[config.mk]
export PLATFORM = sky130hd
export DESIGN_NAME = tcc_regs
export DESIGN_NICKNAME = d
export VERILOG_FILES = /design/src/core/tcc_pkg.sv /design/src/core/tcc_regs.sv
export VERILOG_INCLUDE_DIRS = /design/src /design/src/core
export SDC_FILE = /design/constraint.sdc
export NUM_CORES = 1
export LEC_CHECK = 0
export BUFFER_PORTS_ARGS = -buffer_cell sky130_fd_sc_hd__buf_2
export CORE_MARGIN = 2
export CORE_UTILIZATION = 47
export CTS_CLUSTER_SIZE = 14
export DETAILED_ROUTE_END_ITERATION = 10
export PLACE_DENSITY = 0.9
export SYNTH_ARGS = -nofsm -noshare
export SYNTH_HDL_FRONTEND = slang
export SYNTH_SLANG_ARGS = --single-unit
export TNS_END_PERCENT = 100
[constraint.sdc]
create_clock -name clk -period 1.6 [get_ports clk]
set_input_delay 0.08 -clock clk [delete_from_list [all_inputs] [get_ports clk]]
set_output_delay 0.08 -clock clk [all_outputs]
set_load 0.1 [all_outputs]
[src/core/tcc_cfg.svh]
`ifndef TCC_CFG_SVH
`define TCC_CFG_SVH
// ************************************************************
// status word fields
// ************************************************************
`define TCC_CU_HI     31
`define TCC_CU_LO     28
`define TCC_CU1       1
`define TCC_DSP       27
`define TCC_FR        26
`define TCC_RS_HI     24
`define TCC_RS_LO     23
`define TCC_DS        21
`define TCC_DT        20
`define TCC_CEE       17
`define TCC_DA        15
`define TCC_ACT       13
`define TCC_PRIV_HI   12
`define TCC_PRIV_LO   11
`define TCC_IX        10
`define TCC_ASID_HI   7
`define TCC_ASID_LO   0
// ************************************************************
// binding word fields
// ************************************************************
`define TCC_ID_HI     28
`define TCC_ID_LO     21
`define TCC_TBE       17
`define TCC_VP_HI     3
`define TCC_VP_LO     0
// ************************************************************
// reset values
// ************************************************************
`define TCC_RST_CU    4'h0
`define TCC_RST_PRIV  2'h0
`define TCC_RST_ASID  8'h00
`define TCC_RST_PC    32'h00000000
`define TCC_RST_WORD  32'h00000000
`define TCC_VP0       4'h0
`define TCC_VP1       4'h1
`endif

[src/core/tcc_pkg.sv]
package tcc_pkg;
  // register select of the coprocessor move
  typedef enum logic [1:0] {
    SEL_STATUS,
    SEL_BIND,
    SEL_RESTART,
    SEL_NONE
  } tcc_sel_t;
  // run state encoding
  typedef enum logic [1:0] {
    RS_RUNNING,
    RS_WAIT,
    RS_SUSPEND,
    RS_GATING
  } tcc_run_t;
endpackage

[src/core/tcc_regs.sv]
`timescale 1ns/1ps
`include "tcc_cfg.svh"
module tcc_regs
  import tcc_pkg::*;
(
  // clock and reset
  input  wire logic        clk,
  input  wire logic        rst,
  // configuration
  input  wire logic        fpu_present,
  input  wire logic        fpu_multithread,
  input  wire logic        dsp_present,
  input  wire logic        tlb_present,
  input  wire logic        compressed_present,
  input  wire logic        is_thread0,
  input  wire logic [7:0]  own_thread_id,
  input  wire logic [3:0]  vproc0_last_thread_input,
  input  wire logic        vproc_config_enable,
  input  wire logic        other_thread_holds_cu1,
  // coprocessor move access
  input  wire tcc_sel_t    reg_sel,
  input  wire logic        reg_wr,
  input  wire logic        reg_rd,
  input  wire logic [31:0] reg_wdata,
  output logic      [31:0] reg_rdata,
  output logic             reg_rvalid,
  // global status and entry-high views
  input  wire logic        gstat_wr,
  input  wire logic [3:0]  gstat_cu,
  input  wire logic        gstat_dsp,
  input  wire logic        gstat_fr,
  input  wire logic        gstat_cee,
  input  wire logic [1:0]  gstat_priv,
  input  wire logic        entryhi_wr,
  input  wire logic [7:0]  entryhi_asid,
  // thread events
  input  wire logic        halted,
  input  wire tcc_run_t    run_state_in,
  input  wire logic        retire,
  input  wire logic        retire_privileged,
  input  wire logic        spawn,
  input  wire logic [1:0]  spawn_priv,
  input  wire logic [7:0]  spawn_asid,
  input  wire logic        suspend_dealloc,
  input  wire logic        halt_event,
  input  wire logic [31:0] halt_next_pc,
  input  wire logic        halt_isa_mode,
  input  wire logic        halt_in_delay_slot,
  input  wire logic [31:0] halt_branch_pc,
  input  wire logic        load_bus_error,
  // thread state out
  output logic      [3:0]  thread_coproc_usable,
  output logic             thread_dsp_enable,
  output logic             thread_fp_reg_mode,
  output logic             thread_core_ext_enable,
  output logic      [1:0]  thread_privilege,
  output logic      [7:0]  thread_addr_space_id,
  output logic      [3:0]  vproc_affiliation,
  output logic             activated,
  output logic             dyn_alloc_ok,
  output logic             irq_eligible,
  output logic      [31:0] resume_pc,
  output logic             resume_isa,
  output logic             ll_cancel
);

  // ************************************************************
  // storage
  // ************************************************************
  logic [3:0]  cu_ff;
  logic        dsp_ff;
  logic        fr_ff;
  tcc_run_t    rs_ff;
  logic        ds_ff;
  logic        dirty_ff;
  logic        cee_ff;
  logic        da_ff;
  logic        act_ff;
  logic [1:0]  priv_ff;
  logic        ix_ff;
  logic [7:0]  asid_ff;
  logic        tbe_ff;
  logic [3:0]  vp_ff;
  logic [31:0] restart_ff;
  logic [31:0] rdata_ff;
  logic        rvalid_ff;

  // ************************************************************
  // decode
  // ************************************************************
  wire st_wr = reg_wr && (reg_sel == SEL_STATUS);
  wire bd_wr = reg_wr && (reg_sel == SEL_BIND);
  wire rp_wr = reg_wr && (reg_sel == SEL_RESTART);
  wire spawn_ok = spawn && da_ff && !halted;
  wire dealloc_ok = suspend_dealloc && da_ff && !halted;
  wire dirty_set = (retire && !retire_privileged) || spawn_ok;

  // value written through either view; status view wins
  wire [3:0] cu_w = st_wr ? reg_wdata[`TCC_CU_HI:`TCC_CU_LO] : gstat_cu;
  wire       any_cu = st_wr || gstat_wr;
  wire       cu1_ok = fpu_present && (fpu_multithread || !other_thread_holds_cu1 || cu_ff[`TCC_CU1]);
  wire [3:0] nxt_cu = {cu_w[3:2], cu_w[`TCC_CU1] && cu1_ok, cu_w[0]};
  wire       dsp_w = st_wr ? reg_wdata[`TCC_DSP] : gstat_dsp;
  wire       nxt_dsp = dsp_present ? dsp_w : 1'b0;
  wire       nxt_fr = st_wr ? reg_wdata[`TCC_FR] : gstat_fr;
  wire       nxt_cee = st_wr ? reg_wdata[`TCC_CEE] : gstat_cee;
  wire [1:0] priv_w = st_wr ? reg_wdata[`TCC_PRIV_HI:`TCC_PRIV_LO] : gstat_priv;
  wire [7:0] asid_w = st_wr ? reg_wdata[`TCC_ASID_HI:`TCC_ASID_LO] : entryhi_asid;
  wire       asid_upd = tlb_present && (st_wr || entryhi_wr);

  // halt capture picks branch while delay slot is pending
  wire [31:0] halt_pc = halt_in_delay_slot ? halt_branch_pc : halt_next_pc;
  wire [31:0] nxt_restart = {halt_pc[31:1], compressed_present && halt_isa_mode};

  wire [3:0] vp_reset = (own_thread_id <= {4'h0, vproc0_last_thread_input}) ? `TCC_VP0 : `TCC_VP1;

  // ************************************************************
  // read assembly
  // ************************************************************
  function automatic logic [31:0] status_word(input logic [3:0] cu, input logic [7:0] flg,
                                              input tcc_run_t rs, input logic [1:0] priv, input logic [7:0] asid);
    logic [31:0] w;
    w = `TCC_RST_WORD;
    w[`TCC_CU_HI:`TCC_CU_LO] = cu;
    w[`TCC_DSP] = flg[7];
    w[`TCC_FR] = flg[6];
    w[`TCC_RS_HI:`TCC_RS_LO] = rs;
    w[`TCC_DS] = flg[5];
    w[`TCC_DT] = flg[4];
    w[`TCC_CEE] = flg[3];
    w[`TCC_DA] = flg[2];
    w[`TCC_ACT] = flg[1];
    w[`TCC_PRIV_HI:`TCC_PRIV_LO] = priv;
    w[`TCC_IX] = flg[0];
    w[`TCC_ASID_HI:`TCC_ASID_LO] = asid;
    return w;
  endfunction
  function automatic logic [31:0] bind_word(input logic [7:0] id, input logic thread_bus_error, input logic [3:0] vp);
    logic [31:0] w;
    w = `TCC_RST_WORD;
    w[`TCC_ID_HI:`TCC_ID_LO] = id;
    w[`TCC_TBE] = thread_bus_error;
    w[`TCC_VP_HI:`TCC_VP_LO] = vp;
    return w;
  endfunction

  wire [7:0]  flag_bits = {dsp_ff, fr_ff, ds_ff, dirty_ff, cee_ff, da_ff, act_ff, ix_ff};
  wire [31:0] rd_mux = (reg_sel == SEL_STATUS)  ? status_word(cu_ff, flag_bits, rs_ff, priv_ff, asid_ff) :
                       (reg_sel == SEL_BIND)    ? bind_word(own_thread_id, tbe_ff, vp_ff) :
                       (reg_sel == SEL_RESTART) ? restart_ff : `TCC_RST_WORD;

  // ************************************************************
  // shared status fields
  // ************************************************************
  always_ff @(posedge clk) begin
    if (rst) begin
      cu_ff <= `TCC_RST_CU;
      dsp_ff <= 1'b0;
      fr_ff <= 1'b0;
      cee_ff <= 1'b0;
    end else if (any_cu) begin
      cu_ff <= nxt_cu;
      dsp_ff <= nxt_dsp;
      fr_ff <= nxt_fr;
      cee_ff <= nxt_cee;
    end
  end

  always_ff @(posedge clk) begin
    if (rst) begin
      priv_ff <= `TCC_RST_PRIV;
    end else if (spawn_ok) begin
      priv_ff <= spawn_priv;
    end else if (any_cu) begin
      priv_ff <= priv_w;
    end
  end

  always_ff @(posedge clk) begin
    if (rst) begin
      asid_ff <= `TCC_RST_ASID;
    end else if (!tlb_present) begin
      asid_ff <= `TCC_RST_ASID;
    end else if (spawn_ok) begin
      asid_ff <= spawn_asid;
    end else if (asid_upd) begin
      asid_ff <= asid_w;
    end
  end

  // ************************************************************
  // thread-only status fields
  // ************************************************************
  always_ff @(posedge clk) begin
    if (rst) begin
      rs_ff <= RS_RUNNING;
    end else if (!halted) begin
      rs_ff <= run_state_in;
    end
  end

  always_ff @(posedge clk) begin
    if (rst) begin
      ds_ff <= 1'b0;
    end else if (halt_event) begin
      ds_ff <= halt_in_delay_slot;
    end else if (rp_wr) begin
      ds_ff <= 1'b0;
    end
  end

  always_ff @(posedge clk) begin
    if (rst) begin
      dirty_ff <= 1'b0;
    end else if (dirty_set) begin
      dirty_ff <= 1'b1;
    end else if (st_wr) begin
      dirty_ff <= reg_wdata[`TCC_DT];
    end
  end

  always_ff @(posedge clk) begin
    if (rst) begin
      da_ff <= 1'b0;
      ix_ff <= 1'b0;
    end else if (st_wr) begin
      da_ff <= reg_wdata[`TCC_DA];
      ix_ff <= reg_wdata[`TCC_IX];
    end
  end

  always_ff @(posedge clk) begin
    if (rst) begin
      act_ff <= is_thread0;
    end else if (spawn_ok) begin
      act_ff <= 1'b1;
    end else if (dealloc_ok) begin
      act_ff <= 1'b0;
    end else if (st_wr) begin
      act_ff <= reg_wdata[`TCC_ACT];
    end
  end

  // ************************************************************
  // binding fields
  // ************************************************************
  always_ff @(posedge clk) begin
    if (rst) begin
      tbe_ff <= 1'b0;
    end else if (load_bus_error) begin
      tbe_ff <= 1'b1;
    end else if (bd_wr) begin
      tbe_ff <= reg_wdata[`TCC_TBE];
    end
  end

  always_ff @(posedge clk) begin
    if (rst) begin
      vp_ff <= vp_reset;
    end else if (bd_wr && vproc_config_enable) begin
      vp_ff <= reg_wdata[`TCC_VP_HI:`TCC_VP_LO];
    end
  end

  // ************************************************************
  // restart address
  // ************************************************************
  always_ff @(posedge clk) begin
    if (rst) begin
      restart_ff <= `TCC_RST_PC;
    end else if (halt_event) begin
      restart_ff <= nxt_restart;
    end else if (rp_wr) begin
      restart_ff <= reg_wdata;
    end
  end

  // ************************************************************
  // read port
  // ************************************************************
  always_ff @(posedge clk) begin
    if (rst) begin
      rdata_ff <= `TCC_RST_WORD;
      rvalid_ff <= 1'b0;
    end else begin
      rvalid_ff <= reg_rd;
      if (reg_rd) begin
        rdata_ff <= rd_mux;
      end
    end
  end

  // ************************************************************
  // outputs
  // ************************************************************
  assign reg_rdata = rdata_ff;
  assign reg_rvalid = rvalid_ff;
  assign thread_coproc_usable = cu_ff;
  assign thread_dsp_enable = dsp_ff;
  assign thread_fp_reg_mode = fr_ff;
  assign thread_core_ext_enable = cee_ff;
  assign thread_privilege = priv_ff;
  assign thread_addr_space_id = asid_ff;
  assign vproc_affiliation = vp_ff;
  assign activated = act_ff;
  assign dyn_alloc_ok = da_ff && !halted;
  assign irq_eligible = act_ff && !halted && !ix_ff;
  assign resume_pc = {restart_ff[31:1], 1'b0};
  assign resume_isa = compressed_present && restart_ff[0];
  assign ll_cancel = rp_wr;
endmodule

==> impl_metrics.env <==
export IMPL_syn_avg_cell_area_um2=9.46
export IMPL_whs_ns=0.0133
export IMPL_grt_pass1_vias=4955
export IMPL_synth_area_mm2=0.00524
export IMPL_grt_pass1_wl_um=24400
export IMPL_setup_violations=0
export IMPL_pre_cts_ws_ns=0.0769
export IMPL_yosysTopAreaCell="dfxtp_1"
export IMPL_firstDrtPassIters=4
export IMPL_ys_top_cells_by_area="dfxtp_1 34%, mux2i_1 12%, mux2_2 9.7%"
export IMPL_crit_path_end_kind="primary output"
export IMPL_ant_nets=0
export IMPL_worstPathMaxFanout=4
export IMPL_finalCoreUtilization_pct=64.9
export IMPL_synth_nets=720
export IMPL_vias_per_cell=5.42
export IMPL_cts_tree="built"
export IMPL_nFillCells=857
export IMPL_synth_ff_type="dfxtp_1"
export IMPL_highest_layer="met4"
export IMPL_area_growth_synth_to_final_pct=34.3
export IMPL_worstSetupStartpointType="register"
export IMPL_antenna_cells=0
export IMPL_core_area_mm2=0.0108
export IMPL_setup_tns_ns=0
export IMPL_initial_core_util_pct=48.3
export IMPL_grt_antenna_before_repair=0
export IMPL_ir_worst_vdd_mv=0.893
export IMPL_ys_seq_area_share_pct=36.9
export IMPL_fin_nets=959
export IMPL_met3_length_um=1140
export IMPL_synth_edf_count=5
export IMPL_die_h_um=110
export IMPL_cts_made_buffers=9
export IMPL_leakagePower_nw=3.43
export IMPL_finalClockSkew_ns=0.00563
export IMPL_grt_use_total_pct=26.5
export IMPL_avgRoutedWirePerCell_um=17.3
export IMPL_wl_met1_um=6480
export IMPL_period_share_pct=92.4
export IMPL_cts_resized=0
export IMPL_num_rows=38
export IMPL_place_congestion=0.864
export IMPL_htree_levels=3
export IMPL_worstPathRequired_ns=1.52
export IMPL_drc_errors=0
export IMPL_powerDensity_mw_per_mm2=906
export IMPL_dp_hpwl_um=11900
export IMPL_path_class="reg2out"
export IMPL_drv_max_cap_violation_count=0
export IMPL_ys_warn_count=0
export IMPL_regArea_mm2=0.00194
export IMPL_fin_ws_ns=0.122
export IMPL_io_pin_count=253
export IMPL_rsz0062_at_grt="false"
export IMPL_ys_types=50
export IMPL_synthArstFlopShare_pct=0
export IMPL_cts_sinks=94
export IMPL_slew_headroom_pct=63.7
export IMPL_gr_total_overflow=0
export IMPL_clockRootBuffer="clkbuf_8"
export IMPL_outcome="completed"
export IMPL_netlist_instances=554
export IMPL_worstPathArrival_ns=1.40
export IMPL_netlist_area_leader_share_pct=34.0
export IMPL_vias=5077
export IMPL_dr_wl_met2_um=8330
export IMPL_insertion_delay_ns=0.37
export IMPL_slew_viol_final=0
export IMPL_io_buffers=249
export IMPL_period_minus_slack_ns=1.48
export IMPL_drt_initial_drc_count=330
export IMPL_clockBufferDepth=2
export IMPL_fmax_mhz=677
export IMPL_dieArea_mm2=0.0120
export IMPL_hold_buffers=28
export IMPL_multi_input_area_mm2=0.00287
export IMPL_final_layout_size_suffix_gt1_share_pct=46.8
export IMPL_tightest_slew_ns=0.544
export IMPL_fp_dieW_um=110
export IMPL_post_cts_buffers=0
export IMPL_ys_ff_latch=94
export IMPL_clk_pin_slew_ns=0.09
export IMPL_drt_wl_total_um=16200
export IMPL_grt_max_degree=40
export IMPL_min_path_type="in2reg"
export IMPL_hold_viol=0
export IMPL_power_total_mw=6.37
[stage by stage]
step	cell area (um2)	std cells
global route	7040	937
finish	7040	937
CTS	7040	937
floorplan	5280	554
detailed placement	6560	894
global placement	6560	894
[power breakdown]
part / switching, mW / internal [mW] / total, mW / leakage (nW)
sequential: 0.103 / 2.51 / 2.61 / 0.784
clock: 0.840 / 0.759 / 1.60 / 0.0983
combinational: 1.52 / 0.641 / 2.16 / 2.55
[state kept, by name (all words and copies together), names as in the netlist, 2 cells and up]
register,cells
reg_rdata,32
restart_ff,32
rs_ff,2
thread_addr_space_id,8
thread_coproc_usable,4
thread_privilege,2
vproc_affiliation,4
[cell type report]
type | instances | area share [%]
Multi-Input combinational cell | 371 | 40.7
Sequential cell | 94 | 27.6
Timing Repair Buffer | 307 | 25.8
Tap cell | 140 | 2.49
Clock buffer | 10 | 1.96
Clock inverter | 5 | 0.853
Inverter | 10 | 0.533
[cell families after synthesis]
kind of cell | share of synthesized area, %
mux | 21.3
compound gates | 15.7
simple gates | 15.7
flops | 36.9
other cells | 0.0715
buf+inv | 9.41
fa+ha+maj | 0.955
[per-layer routing]
metal,track usage [%],up-vias
li1,-,2429
met4,7.87,0
met1,30.3,2400
met5,0,-
met3,6.88,26
met2,48.4,222
[Yosys cell counts, drive strengths merged, types with 2 or more instances]
cell type,instances
and3b,11
nor2,34
nor2b,29
a311oi,11
dfxtp,89
mux2,45
buf,51
nor3b,3
nand3b,3
o21ai,2
a211o,2
inv,10
a31o,3
o2bb2ai,31
nand2b,8
clkbuf,28
or2,11
nand2,31
nand3,7
a32o,7
edfxtp,5
a211oi,7
mux2i,61
a22oi,2
and2,2
or3b,2
nor4b,2
ha,4
a21oi,39
[critical path: stages, from the launching register on]
cell and delay [ns]:
dfxtp_1 0.34, buf_4 0.13, nor2b_4 0.14, buf_2 0.43
[cell usage in the layout (no fill, tap or decap), types with 2 or more instances in the layout]
master and instances:
edfxtp_1 5, nor2_1 34, clkinv_4 2, o21ai_0 2
o2bb2ai_1 31, a211oi_1 7, a311oi_1 11, clkbuf_8 10
nor2b_1 27, mux2i_1 61, mux2_2 45, nand2_1 31
and2_1 2, dfxtp_2 10, nand2b_1 8, a22oi_1 2
or2_2 7, a21oi_2 2, a32o_1 7, dlygate4sd3_1 28
dfxtp_1 79, or2_4 4, nand3_1 7, nand3b_1 3
buf_4 26, buf_12 5, a31o_2 3, a211o_1 2
nor4b_1 2, and3b_1 11, a21oi_1 37, buf_2 248
ha_1 4, inv_1 10
[path summary, 6_finish.rpt]
| check | cells past startpoint | slack (ns) | from | end |
|---|---|---|---|---|
| max | 3 | 0.12 | da_ff | dyn_alloc_ok |
| min | 3 | 0.01 | reg_wdata[30] | thread_coproc_usable[2] |
| max reg2reg | 3 | 0.31 | thread_dsp_enable | thread_dsp_enable |
| min reg2reg | 2 | 0.47 | reg_rdata[14] | reg_rdata[14] |
(Power assumes the default switching activity.)
